==> src/verilog/prbc_map.svh <==
`ifndef PRBC_MAP_SVH
`define PRBC_MAP_SVH
// Register offsets inside the 256-byte peripheral register block.
`define PRBC_OFS_RELOC 8'hFE
`define PRBC_OFS_STRAP 8'hF6
`define PRBC_OFS_RELEASE 8'hF4
`define PRBC_OFS_AUX 8'hF2
`define PRBC_OFS_SYSCFG 8'hF0
`define PRBC_OFS_WDOG 8'hE6
`define PRBC_OFS_PRESCALE 8'hE4
`define PRBC_OFS_PARTITION 8'hE0
`define PRBC_OFS_DMA1_LO 8'hD0
`define PRBC_OFS_DMA1_HI 8'hDA
`define PRBC_OFS_DMA0_LO 8'hC0
`define PRBC_OFS_DMA0_HI 8'hCA
`define PRBC_OFS_CS_LO 8'hA0
`define PRBC_OFS_CS_HI 8'hA8
`define PRBC_OFS_SER0_LO 8'h80
`define PRBC_OFS_SER0_HI 8'h88
`define PRBC_OFS_PIO_LO 8'h70
`define PRBC_OFS_PIO_HI 8'h7A
`define PRBC_OFS_TMR_LO 8'h50
`define PRBC_OFS_TMR_HI 8'h5E
`define PRBC_OFS_TMR2_CNT 8'h60
`define PRBC_OFS_TMR2_CMPA 8'h62
`define PRBC_OFS_TMR2_CTL 8'h66
`define PRBC_OFS_IRQ_LO 8'h20
`define PRBC_OFS_IRQ_HI 8'h44
`define PRBC_OFS_SER1_LO 8'h10
`define PRBC_OFS_SER1_HI 8'h18
// Reset values and field layout.
`define PRBC_RELOC_RESET 16'h20FF
`define PRBC_AUX_RESET 16'h0000
`define PRBC_RELOC_WMASK 16'h5FFF
`define PRBC_AUX_WMASK 16'h007F
`define PRBC_RELOC_SLAVE_BIT 14
`define PRBC_RELOC_IO_BIT 12
`define PRBC_AUX_LOW_BIT 2
`define PRBC_AUX_MID_BIT 1
`define PRBC_AUX_IO_BIT 0
`endif

==> src/verilog/prbc_pkg.sv <==
`default_nettype none
package prbc_pkg;
  // Peripheral group an access is steered to.
  typedef enum logic [3:0] {
    PRBC_GRP_NONE, PRBC_GRP_SYSTEM, PRBC_GRP_DMA1, PRBC_GRP_DMA0, PRBC_GRP_CHIPSEL,
    PRBC_GRP_SERIAL0, PRBC_GRP_PIO, PRBC_GRP_TIMER, PRBC_GRP_IRQ, PRBC_GRP_SERIAL1
  } prbc_group_t;
  // Strap capture state.
  typedef enum logic [0:0] {PRBC_STRAP_WAIT, PRBC_STRAP_HELD} prbc_strap_t;
endpackage
`default_nettype wire

==> src/verilog/prbc_top.sv <==
// What this block does
// - All peripheral registers form one 256-byte block decoded as a single unit.
// - On the narrow bus a byte write still lands as a full 16-bit register write.
// - System group offsets FE, F6, F4, F2, F0, E6, E4, E0 are decoded.
// - DMA channel 1 decodes D0h-DAh, channel 0 decodes C0h-CAh.
// - Chip-select registers decode from A0h through A8h.
// - Timer registers decode from 50h, timer 2 at 60h, 62h, 66h.
// - Interrupt controller registers decode from 20h up to 44h.
// - Relocation register resets to 20FFh, block in memory space at 0FF00h.
// - Relocation bit 14 selects interrupt controller slave (1) or master (0).
// - Relocation bit 12 maps the block to I/O (1) or memory (0).
// - Relocation bits 11-0 give base address bits 19-8; low byte zero.
// - In I/O space, base address bits 19-16 are ignored when matching.
// - Strap register captures at reset release, read-only, held until next reset.
// - Strap source is bus 15-0, or upper outputs 15-8 plus bus 7-0 narrow.
// - Release level is read-only: code in bits 15-8, reserved bits 7-0.
// - Auxiliary register resets to zero; bits 15-7 reserved, fields in 6-0.
// - Auxiliary holds serial flow-pin selections and region bus width choices.
// - Auxiliary bits 2, 1, 0 force 8-bit low, mid and I/O accesses.
`include "prbc_map.svh"
`default_nettype none
module prbc_top #(
  parameter logic [7:0] RELEASE_CODE = 8'hA5 // Arbitrary release code value.
) (
  input wire logic SYS_CLK,
  input wire logic RSTN,
  input wire logic NARROW_BUS,
  input wire logic [15:0] MUX_BUS,
  input wire logic [7:0] UPPER_BUS_OUTPUTS,
  input wire logic ACCESS_VALID,
  input wire logic ACCESS_WRITE,
  input wire logic ACCESS_IO,
  input wire logic [19:0] ACCESS_ADDR,
  input wire logic [1:0] ACCESS_BYTE_EN,
  input wire logic [15:0] ACCESS_WDATA,
  output logic BLOCK_HIT,
  output prbc_pkg::prbc_group_t GROUP_SELECT,
  output logic [7:0] GROUP_OFFSET,
  output logic GROUP_WRITE,
  output logic GROUP_READ,
  output logic [15:0] GROUP_WDATA,
  output logic LOCAL_READ_VALID,
  output logic [15:0] READ_DATA,
  output logic IRQ_SLAVE_SELECT,
  output logic IO_SPACE_SELECT,
  output logic [11:0] BLOCK_BASE_FIELD,
  output logic PORT1_RECEIVE_GATE_SELECT,
  output logic PORT1_SEND_FLOW_SELECT,
  output logic PORT0_RECEIVE_GATE_SELECT,
  output logic PORT0_SEND_FLOW_SELECT,
  output logic LOW_REGION_BYTE_WIDTH,
  output logic MID_REGION_BYTE_WIDTH,
  output logic IO_REGION_BYTE_WIDTH
);
  logic rst_meta;
  logic rst_sync;
  logic [15:0] block_relocation;
  logic [15:0] next_block_relocation;
  logic [15:0] auxiliary_config;
  logic [15:0] next_auxiliary_config;
  logic [15:0] reset_strap_latch;
  logic [15:0] release_level;
  logic [15:0] next_read_data;
  logic next_local_read_valid;
  logic [15:0] next_group_wdata;
  logic [7:0] next_group_offset;
  prbc_pkg::prbc_group_t next_group_select;
  logic next_group_write;
  logic next_group_read;
  logic hit;
  logic even;
  logic [15:0] wr_word;
  prbc_pkg::prbc_group_t dec_group;

  // Reset is asserted at once but released through two flops to avoid a metastable release.
  always_ff @(posedge SYS_CLK or negedge RSTN) begin
    if (!RSTN) begin
      rst_meta <= 1'b0;
      rst_sync <= 1'b0;
    end else begin
      rst_meta <= 1'b1;
      rst_sync <= rst_meta;
    end
  end

  // Block match: upper 12 address bits against the base; I/O drops bits 19-16.
  always_comb begin
    hit = 1'b0;
    if (ACCESS_VALID && (ACCESS_IO == block_relocation[`PRBC_RELOC_IO_BIT])) begin
      if (block_relocation[`PRBC_RELOC_IO_BIT]) begin
        hit = (ACCESS_ADDR[15:8] == block_relocation[7:0]);
      end else begin
        hit = (ACCESS_ADDR[19:8] == block_relocation[11:0]);
      end
    end
  end

  // The low address byte selects a register within the single 256-byte block.
  prbc_decode prbc_decode_inst (
    .offset(ACCESS_ADDR[7:0]),
    .group(dec_group),
    .even(even)
  );

  // Strap register: captured after reset release, never written afterward.
  prbc_strap prbc_strap_inst (
    .clk(SYS_CLK),
    .rst_n(rst_sync),
    .narrow_bus(NARROW_BUS),
    .mux_bus(MUX_BUS),
    .upper_bus_outputs(UPPER_BUS_OUTPUTS),
    .strap_value_field(reset_strap_latch)
  );

  // Release code sits in the upper byte; the reserved low byte reads zero.
  assign release_level = {RELEASE_CODE, 8'h00};

  // A byte write on the narrow bus still moves the full 16-bit word into the register,
  // so both halves are taken whole; only the wide bus honours a low-byte-only enable.
  always_comb begin
    wr_word = ACCESS_WDATA;
    if (NARROW_BUS) begin
      wr_word = {ACCESS_WDATA[15:8], ACCESS_WDATA[7:0]};
    end else if (ACCESS_BYTE_EN == 2'b01) begin
      wr_word = {block_relocation[15:8], ACCESS_WDATA[7:0]};
    end
  end

  // Register writes; read-only registers keep their contents and reserved bits load zero.
  always_comb begin
    next_block_relocation = block_relocation;
    next_auxiliary_config = auxiliary_config;
    if (hit && even && ACCESS_WRITE) begin
      case (ACCESS_ADDR[7:0])
        `PRBC_OFS_RELOC: begin
          next_block_relocation = wr_word & `PRBC_RELOC_WMASK;
        end
        `PRBC_OFS_AUX: begin
          next_auxiliary_config = wr_word & `PRBC_AUX_WMASK;
        end
        default: begin
          next_block_relocation = block_relocation;
        end
      endcase
    end
  end

  // Local reads answer one cycle later; other groups are answered by their peripheral.
  always_comb begin
    next_read_data = 16'h0000;
    next_local_read_valid = 1'b0;
    if (hit && even && !ACCESS_WRITE) begin
      case (ACCESS_ADDR[7:0])
        `PRBC_OFS_RELOC: begin
          next_read_data = block_relocation;
          next_local_read_valid = 1'b1;
        end
        `PRBC_OFS_STRAP: begin
          next_read_data = reset_strap_latch;
          next_local_read_valid = 1'b1;
        end
        `PRBC_OFS_RELEASE: begin
          next_read_data = release_level;
          next_local_read_valid = 1'b1;
        end
        `PRBC_OFS_AUX: begin
          next_read_data = auxiliary_config;
          next_local_read_valid = 1'b1;
        end
        default: begin
          next_local_read_valid = 1'b0;
        end
      endcase
    end
  end

  // Strobes to the peripheral groups carry the offset and widened data.
  always_comb begin
    next_group_select = hit ? dec_group : prbc_pkg::PRBC_GRP_NONE;
    next_group_offset = ACCESS_ADDR[7:0];
    next_group_wdata = wr_word;
    next_group_write = hit && ACCESS_WRITE && (dec_group != prbc_pkg::PRBC_GRP_NONE);
    next_group_read = hit && !ACCESS_WRITE && (dec_group != prbc_pkg::PRBC_GRP_NONE);
  end

  // Relocation and auxiliary registers load their fixed reset values.
  always_ff @(posedge SYS_CLK or negedge rst_sync) begin
    if (!rst_sync) begin
      block_relocation <= `PRBC_RELOC_RESET;
      auxiliary_config <= `PRBC_AUX_RESET;
    end else begin
      block_relocation <= next_block_relocation;
      auxiliary_config <= next_auxiliary_config;
    end
  end

  // Registered outputs of the access path.
  always_ff @(posedge SYS_CLK or negedge rst_sync) begin
    if (!rst_sync) begin
      READ_DATA <= 16'h0000;
      LOCAL_READ_VALID <= 1'b0;
      GROUP_SELECT <= prbc_pkg::PRBC_GRP_NONE;
      GROUP_OFFSET <= 8'h00;
      GROUP_WDATA <= 16'h0000;
      GROUP_WRITE <= 1'b0;
      GROUP_READ <= 1'b0;
    end else begin
      READ_DATA <= next_read_data;
      LOCAL_READ_VALID <= next_local_read_valid;
      GROUP_SELECT <= next_group_select;
      GROUP_OFFSET <= next_group_offset;
      GROUP_WDATA <= next_group_wdata;
      GROUP_WRITE <= next_group_write;
      GROUP_READ <= next_group_read;
    end
  end

  assign BLOCK_HIT = hit;

  // Relocation controls steer the interrupt controller and the block decode.
  assign IRQ_SLAVE_SELECT = block_relocation[`PRBC_RELOC_SLAVE_BIT];
  assign IO_SPACE_SELECT = block_relocation[`PRBC_RELOC_IO_BIT];
  assign BLOCK_BASE_FIELD = block_relocation[11:0];

  // Serial pin functions and region widths; the narrow bus forces all three regions to byte width.
  assign PORT1_RECEIVE_GATE_SELECT = auxiliary_config[6];
  assign PORT1_SEND_FLOW_SELECT = auxiliary_config[5];
  assign PORT0_RECEIVE_GATE_SELECT = auxiliary_config[4];
  assign PORT0_SEND_FLOW_SELECT = auxiliary_config[3];
  assign LOW_REGION_BYTE_WIDTH = NARROW_BUS | auxiliary_config[`PRBC_AUX_LOW_BIT];
  assign MID_REGION_BYTE_WIDTH = NARROW_BUS | auxiliary_config[`PRBC_AUX_MID_BIT];
  assign IO_REGION_BYTE_WIDTH = NARROW_BUS | auxiliary_config[`PRBC_AUX_IO_BIT];
endmodule
`default_nettype wire

==> src/verilog/prbc_decode.sv <==
`include "prbc_map.svh"
`default_nettype none
module prbc_decode (
  input wire logic [7:0] offset,
  output prbc_pkg::prbc_group_t group,
  output logic even
);
  // Steer an aligned offset to its peripheral group; odd offsets decode nothing.
  always_comb begin
    even = ~offset[0];
    group = prbc_pkg::PRBC_GRP_NONE;
    if (offset == `PRBC_OFS_RELOC || offset == `PRBC_OFS_STRAP ||
        offset == `PRBC_OFS_RELEASE || offset == `PRBC_OFS_AUX ||
        offset == `PRBC_OFS_SYSCFG || offset == `PRBC_OFS_WDOG ||
        offset == `PRBC_OFS_PRESCALE || offset == `PRBC_OFS_PARTITION) begin
      group = prbc_pkg::PRBC_GRP_SYSTEM;
    end else if (offset >= `PRBC_OFS_DMA1_LO && offset <= `PRBC_OFS_DMA1_HI) begin
      group = prbc_pkg::PRBC_GRP_DMA1;
    end else if (offset >= `PRBC_OFS_DMA0_LO && offset <= `PRBC_OFS_DMA0_HI) begin
      group = prbc_pkg::PRBC_GRP_DMA0;
    end else if (offset >= `PRBC_OFS_CS_LO && offset <= `PRBC_OFS_CS_HI) begin
      group = prbc_pkg::PRBC_GRP_CHIPSEL;
    end else if (offset >= `PRBC_OFS_SER0_LO && offset <= `PRBC_OFS_SER0_HI) begin
      group = prbc_pkg::PRBC_GRP_SERIAL0;
    end else if (offset >= `PRBC_OFS_PIO_LO && offset <= `PRBC_OFS_PIO_HI) begin
      group = prbc_pkg::PRBC_GRP_PIO;
    end else if ((offset >= `PRBC_OFS_TMR_LO && offset <= `PRBC_OFS_TMR_HI) ||
                 offset == `PRBC_OFS_TMR2_CNT || offset == `PRBC_OFS_TMR2_CMPA ||
                 offset == `PRBC_OFS_TMR2_CTL) begin
      group = prbc_pkg::PRBC_GRP_TIMER;
    end else if (offset >= `PRBC_OFS_IRQ_LO && offset <= `PRBC_OFS_IRQ_HI) begin
      group = prbc_pkg::PRBC_GRP_IRQ;
    end else if (offset >= `PRBC_OFS_SER1_LO && offset <= `PRBC_OFS_SER1_HI) begin
      group = prbc_pkg::PRBC_GRP_SERIAL1;
    end
    if (offset[0]) begin
      group = prbc_pkg::PRBC_GRP_NONE;
    end
  end
endmodule
`default_nettype wire

==> src/verilog/prbc_strap.sv <==
`include "prbc_map.svh"
`default_nettype none
module prbc_strap (
  input wire logic clk,
  input wire logic rst_n,
  input wire logic narrow_bus,
  input wire logic [15:0] mux_bus,
  input wire logic [7:0] upper_bus_outputs,
  output logic [15:0] strap_value_field
);
  prbc_pkg::prbc_strap_t state;
  prbc_pkg::prbc_strap_t next_state;
  logic [15:0] next_strap_value_field;

  // Capture once at the first edge after reset release, then hold until the next reset.
  always_comb begin
    next_state = state;
    next_strap_value_field = strap_value_field;
    case (state)
      prbc_pkg::PRBC_STRAP_WAIT: begin
        next_state = prbc_pkg::PRBC_STRAP_HELD;
        next_strap_value_field = narrow_bus ? {upper_bus_outputs, mux_bus[7:0]}
                                            : mux_bus;
      end
      prbc_pkg::PRBC_STRAP_HELD: begin
        next_state = prbc_pkg::PRBC_STRAP_HELD;
      end
      default: begin
        next_state = prbc_pkg::PRBC_STRAP_WAIT;
      end
    endcase
  end

  // Asynchronous reset loads constants only; the pins are sampled after release.
  always_ff @(posedge clk or negedge rst_n) begin
    if (!rst_n) begin
      state <= prbc_pkg::PRBC_STRAP_WAIT;
      strap_value_field <= 16'h0000;
    end else begin
      state <= next_state;
      strap_value_field <= next_strap_value_field;
    end
  end
endmodule
`default_nettype wire

==> config.mk <==
export PLATFORM = sky130hd
export DESIGN_NAME = prbc_top
export DESIGN_NICKNAME = d
export VERILOG_FILES = /design/src/verilog/prbc_pkg.sv /design/src/verilog/prbc_top.sv /design/src/verilog/prbc_decode.sv /design/src/verilog/prbc_strap.sv
export VERILOG_INCLUDE_DIRS = /design/src /design/src/verilog
export SDC_FILE = /design/constraint.sdc
export NUM_CORES = 1
export LEC_CHECK = 0
export ABC_AREA = 1
export BUFFER_PORTS_ARGS = -buffer_cell sky130_fd_sc_hd__buf_4
export CORE_UTILIZATION = 52
export CTS_CLUSTER_DIAMETER = 80
export DETAILED_ROUTE_END_ITERATION = 16
export PLACE_DENSITY_LB_ADDON = 0.3
export SLEW_MARGIN = 20
export SYNTH_ARGS = -nofsm -noshare
export SYNTH_HDL_FRONTEND = slang
export SYNTH_HIERARCHICAL = 1
export SYNTH_SLANG_ARGS = --single-unit
==> constraint.sdc <==
create_clock -name SYS_CLK -period 3.7 [get_ports SYS_CLK]
set_clock_uncertainty 0.2 [all_clocks]
set_input_delay 0.37 -clock SYS_CLK [delete_from_list [all_inputs] [get_ports SYS_CLK]]
set_output_delay 0.37 -clock SYS_CLK [all_outputs]
set_load 0.02 [all_outputs]
==> flow_metrics.tcl, run 1 <==
set metrics [dict create \
    worstPathArrival_ps 2640 \
    drive_gt1_frac 0.306 \
    postSynthCellCount 573 \
    dominantRegCellSynth "dfrtp_1" \
    drt_first_pass_iters 5 \
    fmaxAchievable_mhz 390 \
    routed_wl_mm 11.7 \
    layout.cells.non_filler 827 \
    async_reset_ff_frac 1.00 \
    clock-sinks 88 \
    dp.cells 786 \
    p_per_area_mw_per_mm2 331 \
    maxCapViolCount 0 \
    holdBufCountCts 24 \
    synth_fp_nets 641 \
    worstSetupStartpointType "primary input" \
    peakVddDrop_mv 0.189 \
    gr-total-overflow 0 \
    setup_viol_count_final 0 \
    n_antenna_cell 0 \
    crit_fanout 25 \
    synthSimpleGateAreaFrac 0.356 \
    grt_util_all_layers 0.279 \
    crit_path_end_kind "flip-flop" \
    slew_violations 0 \
    boundaryPins 137 \
    required_ps 3780 \
    status "finished clean" \
    ant_nets 0 \
    synth_compound_area_frac 0.0358 \
    synth_edf_count 0 \
    routedWlPerCell_um 14.1 \
    synth-xor-area-share 0.00383 \
    path_clk_slew_ps 90 \
    cts-resized-gates 0 \
    synth_area_leader_cell "dfrtp_1" \
    core_mm2 0.00838 \
    final_nets 785 \
    placed_area_mm2 0.00551 \
    globalplace.congestion 0.820 \
    slew-limit-headroom 0.501 \
    drt_iter0_drc 213 \
    dieHeight_um 95.8 \
    synthAdderAreaFrac 0 \
    cts_tree "yes" \
    hold_path.class "primary input to flip-flop" \
    area_growth_pct 30.6 \
    grt_pass1_vias 4039 \
    synth.avg_cell_area_um2 7.99 \
    cts-buffers-inserted 9 \
    tns_ps 0 \
    cts-htree-levels 3 \
    yosys_warnings 6 \
    hpwl_mm 8.52 \
    final.min_clock_period_ps 2560 \
    synth_top_cell_area_share 0.432 \
    num_vias 4193 \
    clock_latency_ps 370 \
    crit_type "primary input to flip-flop" \
    tightest_slew_ps 747 \
    grt_pass1_wl_mm 19.2 \
    hold_ws_ps 12.5 \
    stdcell_area_mm2 0.00598 \
    antenna_found_initial 0 \
    final_common_cell "nand2_1" \
    core.rowCount 33 \
    netlist_area_mm2 0.00458 \
    synthTopCellsByArea "dfrtp_1 43%, nand2_1 16%, inv_1 5.7%, dfstp_2 5.2%, nand4_1 3.7%" \
    route.detailed.drc 0 \
    muxShareOfSynthArea 0 \
    synth_top_family_by_area "simple AND/OR/NAND/NOR gates" \
    utilization 0.713 \
    grt_max_degree 87 \
    die-area_mm2 0.00918 \
    synth_cell_types 41 \
    hold_viol 0 \
    root_buffer "clkbuf_8" \
    p_leak_nw 3.17 \
    fin_crit_sh 0.692 \
    ys_seq_area_frac 0.483 \
    synth-seq-cells 88 \
    initial_core_util 0.546 \
    rsz0062_at_grt "false" \
    final_cell_mix "193 x nand2_1, 137 x buf_4, 78 x dfrtp_1" \
    routed_via_density 5.07 \
    fp.dieW_um 95.8 \
    port_buffers 136 \
    clockBufferDepth 2 \
    post_cts_buffers 0 \
]
-- stage by stage --
stage | setup WS [ps] | total power [W]
finish | 1140 | 0.00198
CTS | 1170 | 0.00198
floorplan | 883 | 0.00117
global placement | 1430 | 0.00128
global route | 990 | 0.00206
detailed placement | 1330 | 0.00128
-- critical path: stages --
cell and delay [ps]:
dlygate4sd3_1 520, buf_4 180, nand2_1 80, nor2_2 200, nand2_2 140, nor2_4 500, inv_1 190, o21ai_0 190
nor2_1 80, nor3_2 180
-- sequential cells by signal, indices dropped and copies added, names as in the netlist --
name / cells
GROUP_OFFSET: 8
GROUP_READ: 1
GROUP_SELECT: 4
GROUP_WDATA: 16
GROUP_WRITE: 1
LOCAL_READ_VALID: 1
READ_DATA: 16
auxiliary_config: 7
block_relocation: 15
prbc_strap_inst/state: 1
prbc_strap_inst/strap_value_field: 16
rst_meta: 1
rst_sync: 1
-- power by group --
part / total, W / leakage (nW) / switching [W] / internal [W]
Combinational: 0.000266 / 1.97 / 0.000143 / 0.000123
Sequential: 0.00102 / 1.11 / 0.0000284 / 0.000995
Clock: 0.000690 / 0.0949 / 0.000359 / 0.000331
-- cell usage after synthesis, drive strengths merged, types with 2 or more instances --
cell	instances
inv	83
a22oi	4
buf	25
conb	2
nand3	26
nor3	22
nand3b	2
nand4	30
clkbuf	4
a21oi	6
dfrtp	79
dfstp	9
nand2	202
and2	2
nor2	56
o21ai	14
-- kinds of logic after synthesis --
kind of cell	after synthesis
flip-flops	88
XOR/XNOR	2
other	2
AO/OA/AOI/OAI	28
buffers and inverters	112
AND/OR/NAND/NOR	341
-- path summary, 6_finish.rpt --
path                                                       from                                          endpoint  slack (ps)  depth (start not counted)
worst max-delay path                             ACCESS_ADDR[4]                            READ_DATA[8]$_DFF_PN0_        1140                         10
worst max register to register  block_relocation[6]$_DFFE_PN1P_                            READ_DATA[0]$_DFF_PN0_        1630                          8
worst min-delay path                                 MUX_BUS[5]  prbc_strap_inst/strap_value_field[5]$_DFFE_PN0N_          10                          3
min in group asynchronous                                  RSTN                                rst_sync$_DFF_PN0_         100                          2
worst min register to register               rst_sync$_DFF_PN0_                         GROUP_WDATA[15]$_DFF_PN0_         160                          0
max in group asynchronous                    rst_sync$_DFF_PN0_                   block_relocation[2]$_DFFE_PN1P_        2440                          1
-- per-layer routing --
metal | wire, um | up-vias | global-route usage
met4 | 206 | 0 | 0.106
met2 | 5660 | 170 | 0.450
met3 | 665 | 15 | 0.0450
li1 | - | 2056 | -
met5 | 0 | - | 0
met1 | 5150 | 1952 | 0.381
-- area by class of cell --
type	instances	area [um2]
clock buffers	10	138
clock inverters	6	66.3
fillers	669	2400
inverters	83	319
multi-input cells	373	1820
flip-flops and latches	88	2220
well taps	105	131
repair buffers	162	1290
No activity file was read; power rests on OpenSTA's default activity.
==> run 2: changes to the inputs <==
clock period = 2.5 ns   (was 3.7 ns; I/O delays follow)
==> run 2 against run 1 <==
- non-clock buffer count rose by 27
- clock power rose by 49%
- register-to-register slack got worse by 1200 ps
- cell count rose by 3.3%
- worst hold slack got worse by 2.5 ps
- global-route usage rose by 0.29 points
- critical path depth fell by 3
- via count rose by 4.0%
- combinational power rose by 64%
- total power rose by 50%
- cell area rose by 4.5%
- critical path type is now flip-flop to output port
- largest power group unchanged
==> flow_metrics.tcl, run 2 (synthesis gave the netlist of run 1 again) <==
set metrics [dict create \
    crit_buf_inv 2 \
    worstPathArrival_ps 1910 \
    drt_first_pass_iters 5 \
    rr_worst_depth 9 \
    cts-buffers-inserted 9 \
    hold_viol 0 \
    tightest_slew_ps 616 \
    fin_crit_sh 0.943 \
    grtUsageMet1 0.376 \
    antenna_found_initial 0 \
    p_leak_nw 3.29 \
    grtUsageMet2 0.471 \
    p_per_area_mw_per_mm2 476 \
    core.rowCount 33 \
    n_antenna_cell 0 \
    stdcell_area_mm2 0.00624 \
    core_mm2 0.00838 \
    rsz0062_at_grt "false" \
    route.detailed.drc 0 \
    routedWlPerCell_um 14.6 \
    cts-htree-levels 3 \
    initial_core_util 0.546 \
    grt_max_degree 53 \
    min_path_cells 5 \
    globalplace.congestion 0.846 \
    hp-start "UPPER_BUS_OUTPUTS[5]" \
    worstPathCellList "xnor2_1 -> nand2_1 -> nor2_1 -> nand3_1 -> nor2_2 -> buf_6 -> buf_4" \
    port_buffers 136 \
    slew-limit-headroom 0.589 \
    r2r_slack_ps 450 \
    crit_family "flip-flops" \
    drive_gt1_frac 0.298 \
    drt_iter0_drc 217 \
    r2r_start "block_relocation[6]$_DFFE_PN1P_" \
    clock_latency_ps 360 \
    slowest_delay_ps 590 \
    root_buffer "clkbuf_8" \
    cts_tree "yes" \
    clockBufferDepth 2 \
    grt_pass1_vias 4173 \
    reg_top3 "GROUP_WDATA (16), READ_DATA (16), prbc_strap_inst/strap_value_field (16)" \
    hpwl_mm 8.79 \
    worstSetupStartpointType "flip-flop" \
    routed_wl_mm 12.4 \
    grt_pass1_wl_mm 19.6 \
    ant_nets 0 \
    final.min_clock_period_ps 2360 \
    final_common_cell "nand2_1" \
    dieHeight_um 95.8 \
    area_growth_pct 36.4 \
    placed_area_mm2 0.00556 \
    min_to "prbc_strap_inst/strap_value_field[13]$_DFFE_PN0N_" \
    boundaryPins 137 \
    fmaxAchievable_mhz 424 \
    tns_ps 0 \
    crit_path_top_delay_cell "dfstp_2" \
    crit_type "flip-flop to output port" \
    grt.busiest_layer "met2" \
    path_clk_slew_ps 90 \
    routed_via_density 5.11 \
    status "finished clean" \
    crit_path_end_kind "output port" \
    slew_violations 0 \
    maxCapViolCount 0 \
    final_cell_mix "193 x nand2_1, 139 x buf_4, 78 x dfrtp_1" \
    gr-total-overflow 0 \
    die-area_mm2 0.00918 \
    clock-sinks 88 \
    r2r_end "READ_DATA[13]$_DFF_PN0_" \
    hold_path.class "primary input to flip-flop" \
    required_ps 2050 \
    setup_viol_count_final 0 \
    crit_fanout 23 \
    final_nets 812 \
    grt_util_all_layers 0.282 \
    num_vias 4362 \
    fp.dieW_um 95.8 \
    grt.met3_usage 0.0371 \
    peakVddDrop_mv 0.335 \
]
==> run 2: worst register-to-register path, stage by stage, from the launching register on <==
cell and delay, ps:
dfstp_2 570, inv_1 80, nand2_1 60, nand2_1 60, nor2_1 150, nand3_2 140, nor2_4 190, nand4_4 150
buf_4 240, nor3_2 120
==> run 2: layout make-up <==
| class | count | area [um2] |
|---|---|---|
| Fill cell | 641 | 2140 |
| Clock inverter | 5 | 63.8 |
| Timing Repair Buffer | 189 | 1560 |
| Tap cell | 105 | 131 |
| Inverter | 83 | 319 |
| Clock buffer | 11 | 141 |
| Sequential cell | 88 | 2220 |
| Multi-Input combinational cell | 373 | 1820 |
==> run 2: metal layers <==
| metal | up-vias | wire length [um] |
|---|---|---|
| li1 | 2114 | - |
| met1 | 2050 | 5350 |
| met2 | 180 | 6130 |
| met3 | 18 | 736 |
| met4 | 0 | 220 |
| met5 | - | 0 |
==> run 2: worst max path at each step <==
stage,startpoint,end,cells after the start
after global placement,ACCESS_ADDR[4],READ_DATA[10]$_DFF_PN0_,9
after CTS,block_relocation[1]$_DFFE_PN1P_,BLOCK_HIT,7
after global routing,block_relocation[1]$_DFFE_PN1P_,BLOCK_HIT,7
final,block_relocation[1]$_DFFE_PN1P_,BLOCK_HIT,7
after floorplan,block_relocation[3]$_DFFE_PN1P_,block_relocation[12]$_DFFE_PN0P_,10
after detailed placement,ACCESS_ADDR[4],READ_DATA[6]$_DFF_PN0_,9
==> run 2: timing repair <==
action / in CTS / in global routing
hold endpoints to repair: 57 / 0
endpoints found under the setup margin: 0 / 1
buffers inserted: 0 / 0
gates resized for setup: 0 / 1
hold buffers: 48 / 0
==> run 2: per-stage QoR <==
step / power, W / utilization / setup WS (ps) / instances / hold WS [ps]
after floorplan: 0.00173 / - / 739 / 573 / -246
after global placement: 0.00190 / 0.663 / 490 / 790 / -168
after detailed placement: 0.00191 / 0.663 / 405 / 790 / -165
after CTS: 0.00298 / 0.745 / 73.1 / 854 / 0.286
after global routing: 0.00310 / 0.745 / 17.5 / 854 / 9.96
final: 0.00297 / 0.745 / 144 / 854 / 10.0
==> run 2: report_power, final <==
| group | switching [W] | leakage [nW] | internal, W |
|---|---|---|---|
| registers | 0.0000393 | 1.11 | 0.00147 |
| logic | 0.000227 | 2.08 | 0.000209 |
| clock network | 0.000529 | 0.101 | 0.000499 |
==> run 3: changes to the inputs <==
CORE_UTILIZATION = 47   (was 52)
GPL_TIMING_DRIVEN = 0   (was unset)
clock period = 1.9 ns   (was 2.5 ns; I/O delays follow)
==> run 3 against run 2 <==
- worst setup slack lost 430 ps
- global-route usage fell by 0.51 points
- cell area grew 13%
- non-clock buffer count rose by 53
- die area grew 10%
- utilization grew 0.94 points
- the run now ends with negative setup slack left
- via count up 6.8%
- register-to-register slack worse by 620 ps
- total power grew 32%
- worst hold slack improved by 67 ps
==> flow_metrics.tcl, run 3 (synthesis gave the netlist of run 1 again) <==
set metrics [dict create \
    die-area_mm2 0.0101 \
    cpMostUsedCell "nand2_2" \
    dieHeight_um 101 \
    final.min_clock_period_ps 2190 \
    drive_gt1_frac 0.404 \
    fin_ws_ps -286 \
    slew-limit-headroom 0.620 \
    clockBufferDepth 2 \
    status "complete, but fails checks" \
    core.rowCount 35 \
    p_per_area_mw_per_mm2 558 \
    violations "negative setup slack" \
    root_buffer "clkbuf_8" \
    clock_latency_ps 350 \
    hpwl_mm 8.89 \
    grt_pass1_wl_mm 21.7 \
    fp.dieW_um 101 \
    final_nets 865 \
    routed_via_density 5.00 \
    reg_top3 "GROUP_WDATA (16), READ_DATA (16), prbc_strap_inst/strap_value_field (16)" \
    tightest_slew_ps 570 \
    routedWlPerCell_um 14.7 \
    cts-buffers-inserted 9 \
    cts_tree "yes" \
    slowest_delay_ps 550 \
    drt_iter0_drc 169 \
    maxCapViolCount 0 \
    drt_first_pass_iters 5 \
    fmaxAchievable_mhz 458 \
    crit_fanout 2 \
    grt_max_degree 47 \
    hold_path.class "primary input to flip-flop" \
    worstSetupStartpointType "flip-flop" \
    setup_viol_count_final 46 \
    route.detailed.drc 0 \
    clock-sinks 88 \
    crit_path_top_delay_cell "dfstp_2" \
    crit_path_end_kind "output port" \
    crit_buf_inv 4 \
    ant_nets 0 \
    crit_family "simple AND/OR/NAND/NOR gates" \
    core_mm2 0.00933 \
    fin_crit_sh 1.15 \
    gr-total-overflow 0 \
    stdcell_area_mm2 0.00704 \
    area_growth_pct 53.7 \
    grt_util_all_layers 0.277 \
    worstPathCellList "inv_2 -> nand2_2 -> nand2_2 -> inv_2 -> nand2_2 -> nor2_2 -> nand3_2 -> nor2_4 -> buf_6 -> buf_6" \
    routed_wl_mm 13.7 \
    globalplace.congestion 0.864 \
    rsz0062_at_grt "true" \
    initial_core_util 0.491 \
    crit_type "flip-flop to output port" \
    boundaryPins 137 \
    peakVddDrop_mv 0.355 \
    path_clk_slew_ps 80 \
    slew_violations 0 \
    num_vias 4658 \
    worstPathArrival_ps 1800 \
    cts-htree-levels 3 \
    p_leak_nw 3.72 \
    placed_area_mm2 0.00579 \
    antenna_found_initial 0 \
    final_common_cell "buf_4" \
    port_buffers 136 \
    power.total_w 0.00393 \
    tns_ps -4720 \
    nFillCells 658 \
    hold_viol 0 \
    grt_pass1_vias 4548 \
    n_antenna_cell 0 \
    final_cell_mix "166 x buf_4, 159 x nand2_1, 77 x dfrtp_1" \
    required_ps 1510 \
]
-- run 3: cell types whose count changed in the layout (fill, tap and decap cells not counted), sizes merged --
cell and delta:
dlygate4sd3 +3, inv -3, clkbuf +7, buf +45, clkinv +1
-- run 3: layout make-up --
| class | count | area [um2] | area share |
|---|---|---|---|
| flip-flops and latches | 88 | 2220 | 0.315 |
| multi-input cells | 373 | 2070 | 0.294 |
| clock inverters | 3 | 40.0 | 0.00569 |
| well taps | 129 | 161 | 0.0229 |
| repair buffers | 213 | 1810 | 0.257 |
| inverters | 83 | 325 | 0.0462 |
| clock buffers | 13 | 159 | 0.0226 |
| plain buffers | 29 | 255 | 0.0363 |
-- run 3: through the flow --
step | instances | hold slack, ps | setup slack (ps) | util
floorplan | 573 | -306 | 139 | -
global placement | 838 | -227 | -247 | 0.618
detailed placement | 839 | -225 | -249 | 0.621
CTS | 928 | 19.2 | -265 | 0.729
global route | 931 | 79.7 | -336 | 0.754
finish | 931 | 76.9 | -286 | 0.754
-- run 3: path summary, 6_finish.rpt --
kind                                                 startpoint                              end  slack (ps)  cells past startpoint
worst max-delay path            block_relocation[3]$_DFFE_PN1P_                        BLOCK_HIT        -290                     10
max in group asynchronous                    rst_sync$_DFF_PN0_  block_relocation[3]$_DFFE_PN1P_         690                      1
worst min register to register               rst_sync$_DFF_PN0_        GROUP_WDATA[15]$_DFF_PN0_         130                      0
worst max register to register  block_relocation[3]$_DFFE_PN1P_  block_relocation[8]$_DFFE_PN0P_        -170                     13
worst min-delay path                             ACCESS_ADDR[3]          READ_DATA[15]$_DFF_PN0_          80                      4
min in group asynchronous                    rst_sync$_DFF_PN0_        GROUP_WDATA[15]$_DFF_PN0_         130                      0
-- run 3: power breakdown --
part / total (W) / switching, W / internal (W)
Sequential: 0.00198 / 0.0000463 / 0.00194
Clock: 0.00132 / 0.000637 / 0.000678
Combinational: 0.000630 / 0.000325 / 0.000305
-- run 3: metal layers --
| layer | part of all wire | vias up | global-route usage |
|---|---|---|---|
| met1 | 0.40 | 2196 | 0.353 |
| met2 | 0.50 | 212 | 0.458 |
| met5 | 0 | - | 0 |
| met4 | 0.032 | 0 | 0.133 |
| li1 | - | 2219 | - |
| met3 | 0.064 | 31 | 0.0499 |
-- run 3: timing repair --
action | CTS | global route
cloned | 2 | 0
resized for setup | 29 | 67
setup endpoints to repair | 32 | 46
pin swaps | 8 | 18
setup buffers | 20 | 3
endpoints found under the hold margin | 59 | 0
hold buffers | 51 | 0
-- run 3: tightest hold or removal path: stages --
cell	delay, ps
buf_4	130
nor3_4	90
nand2_1	110
a21oi_4	60
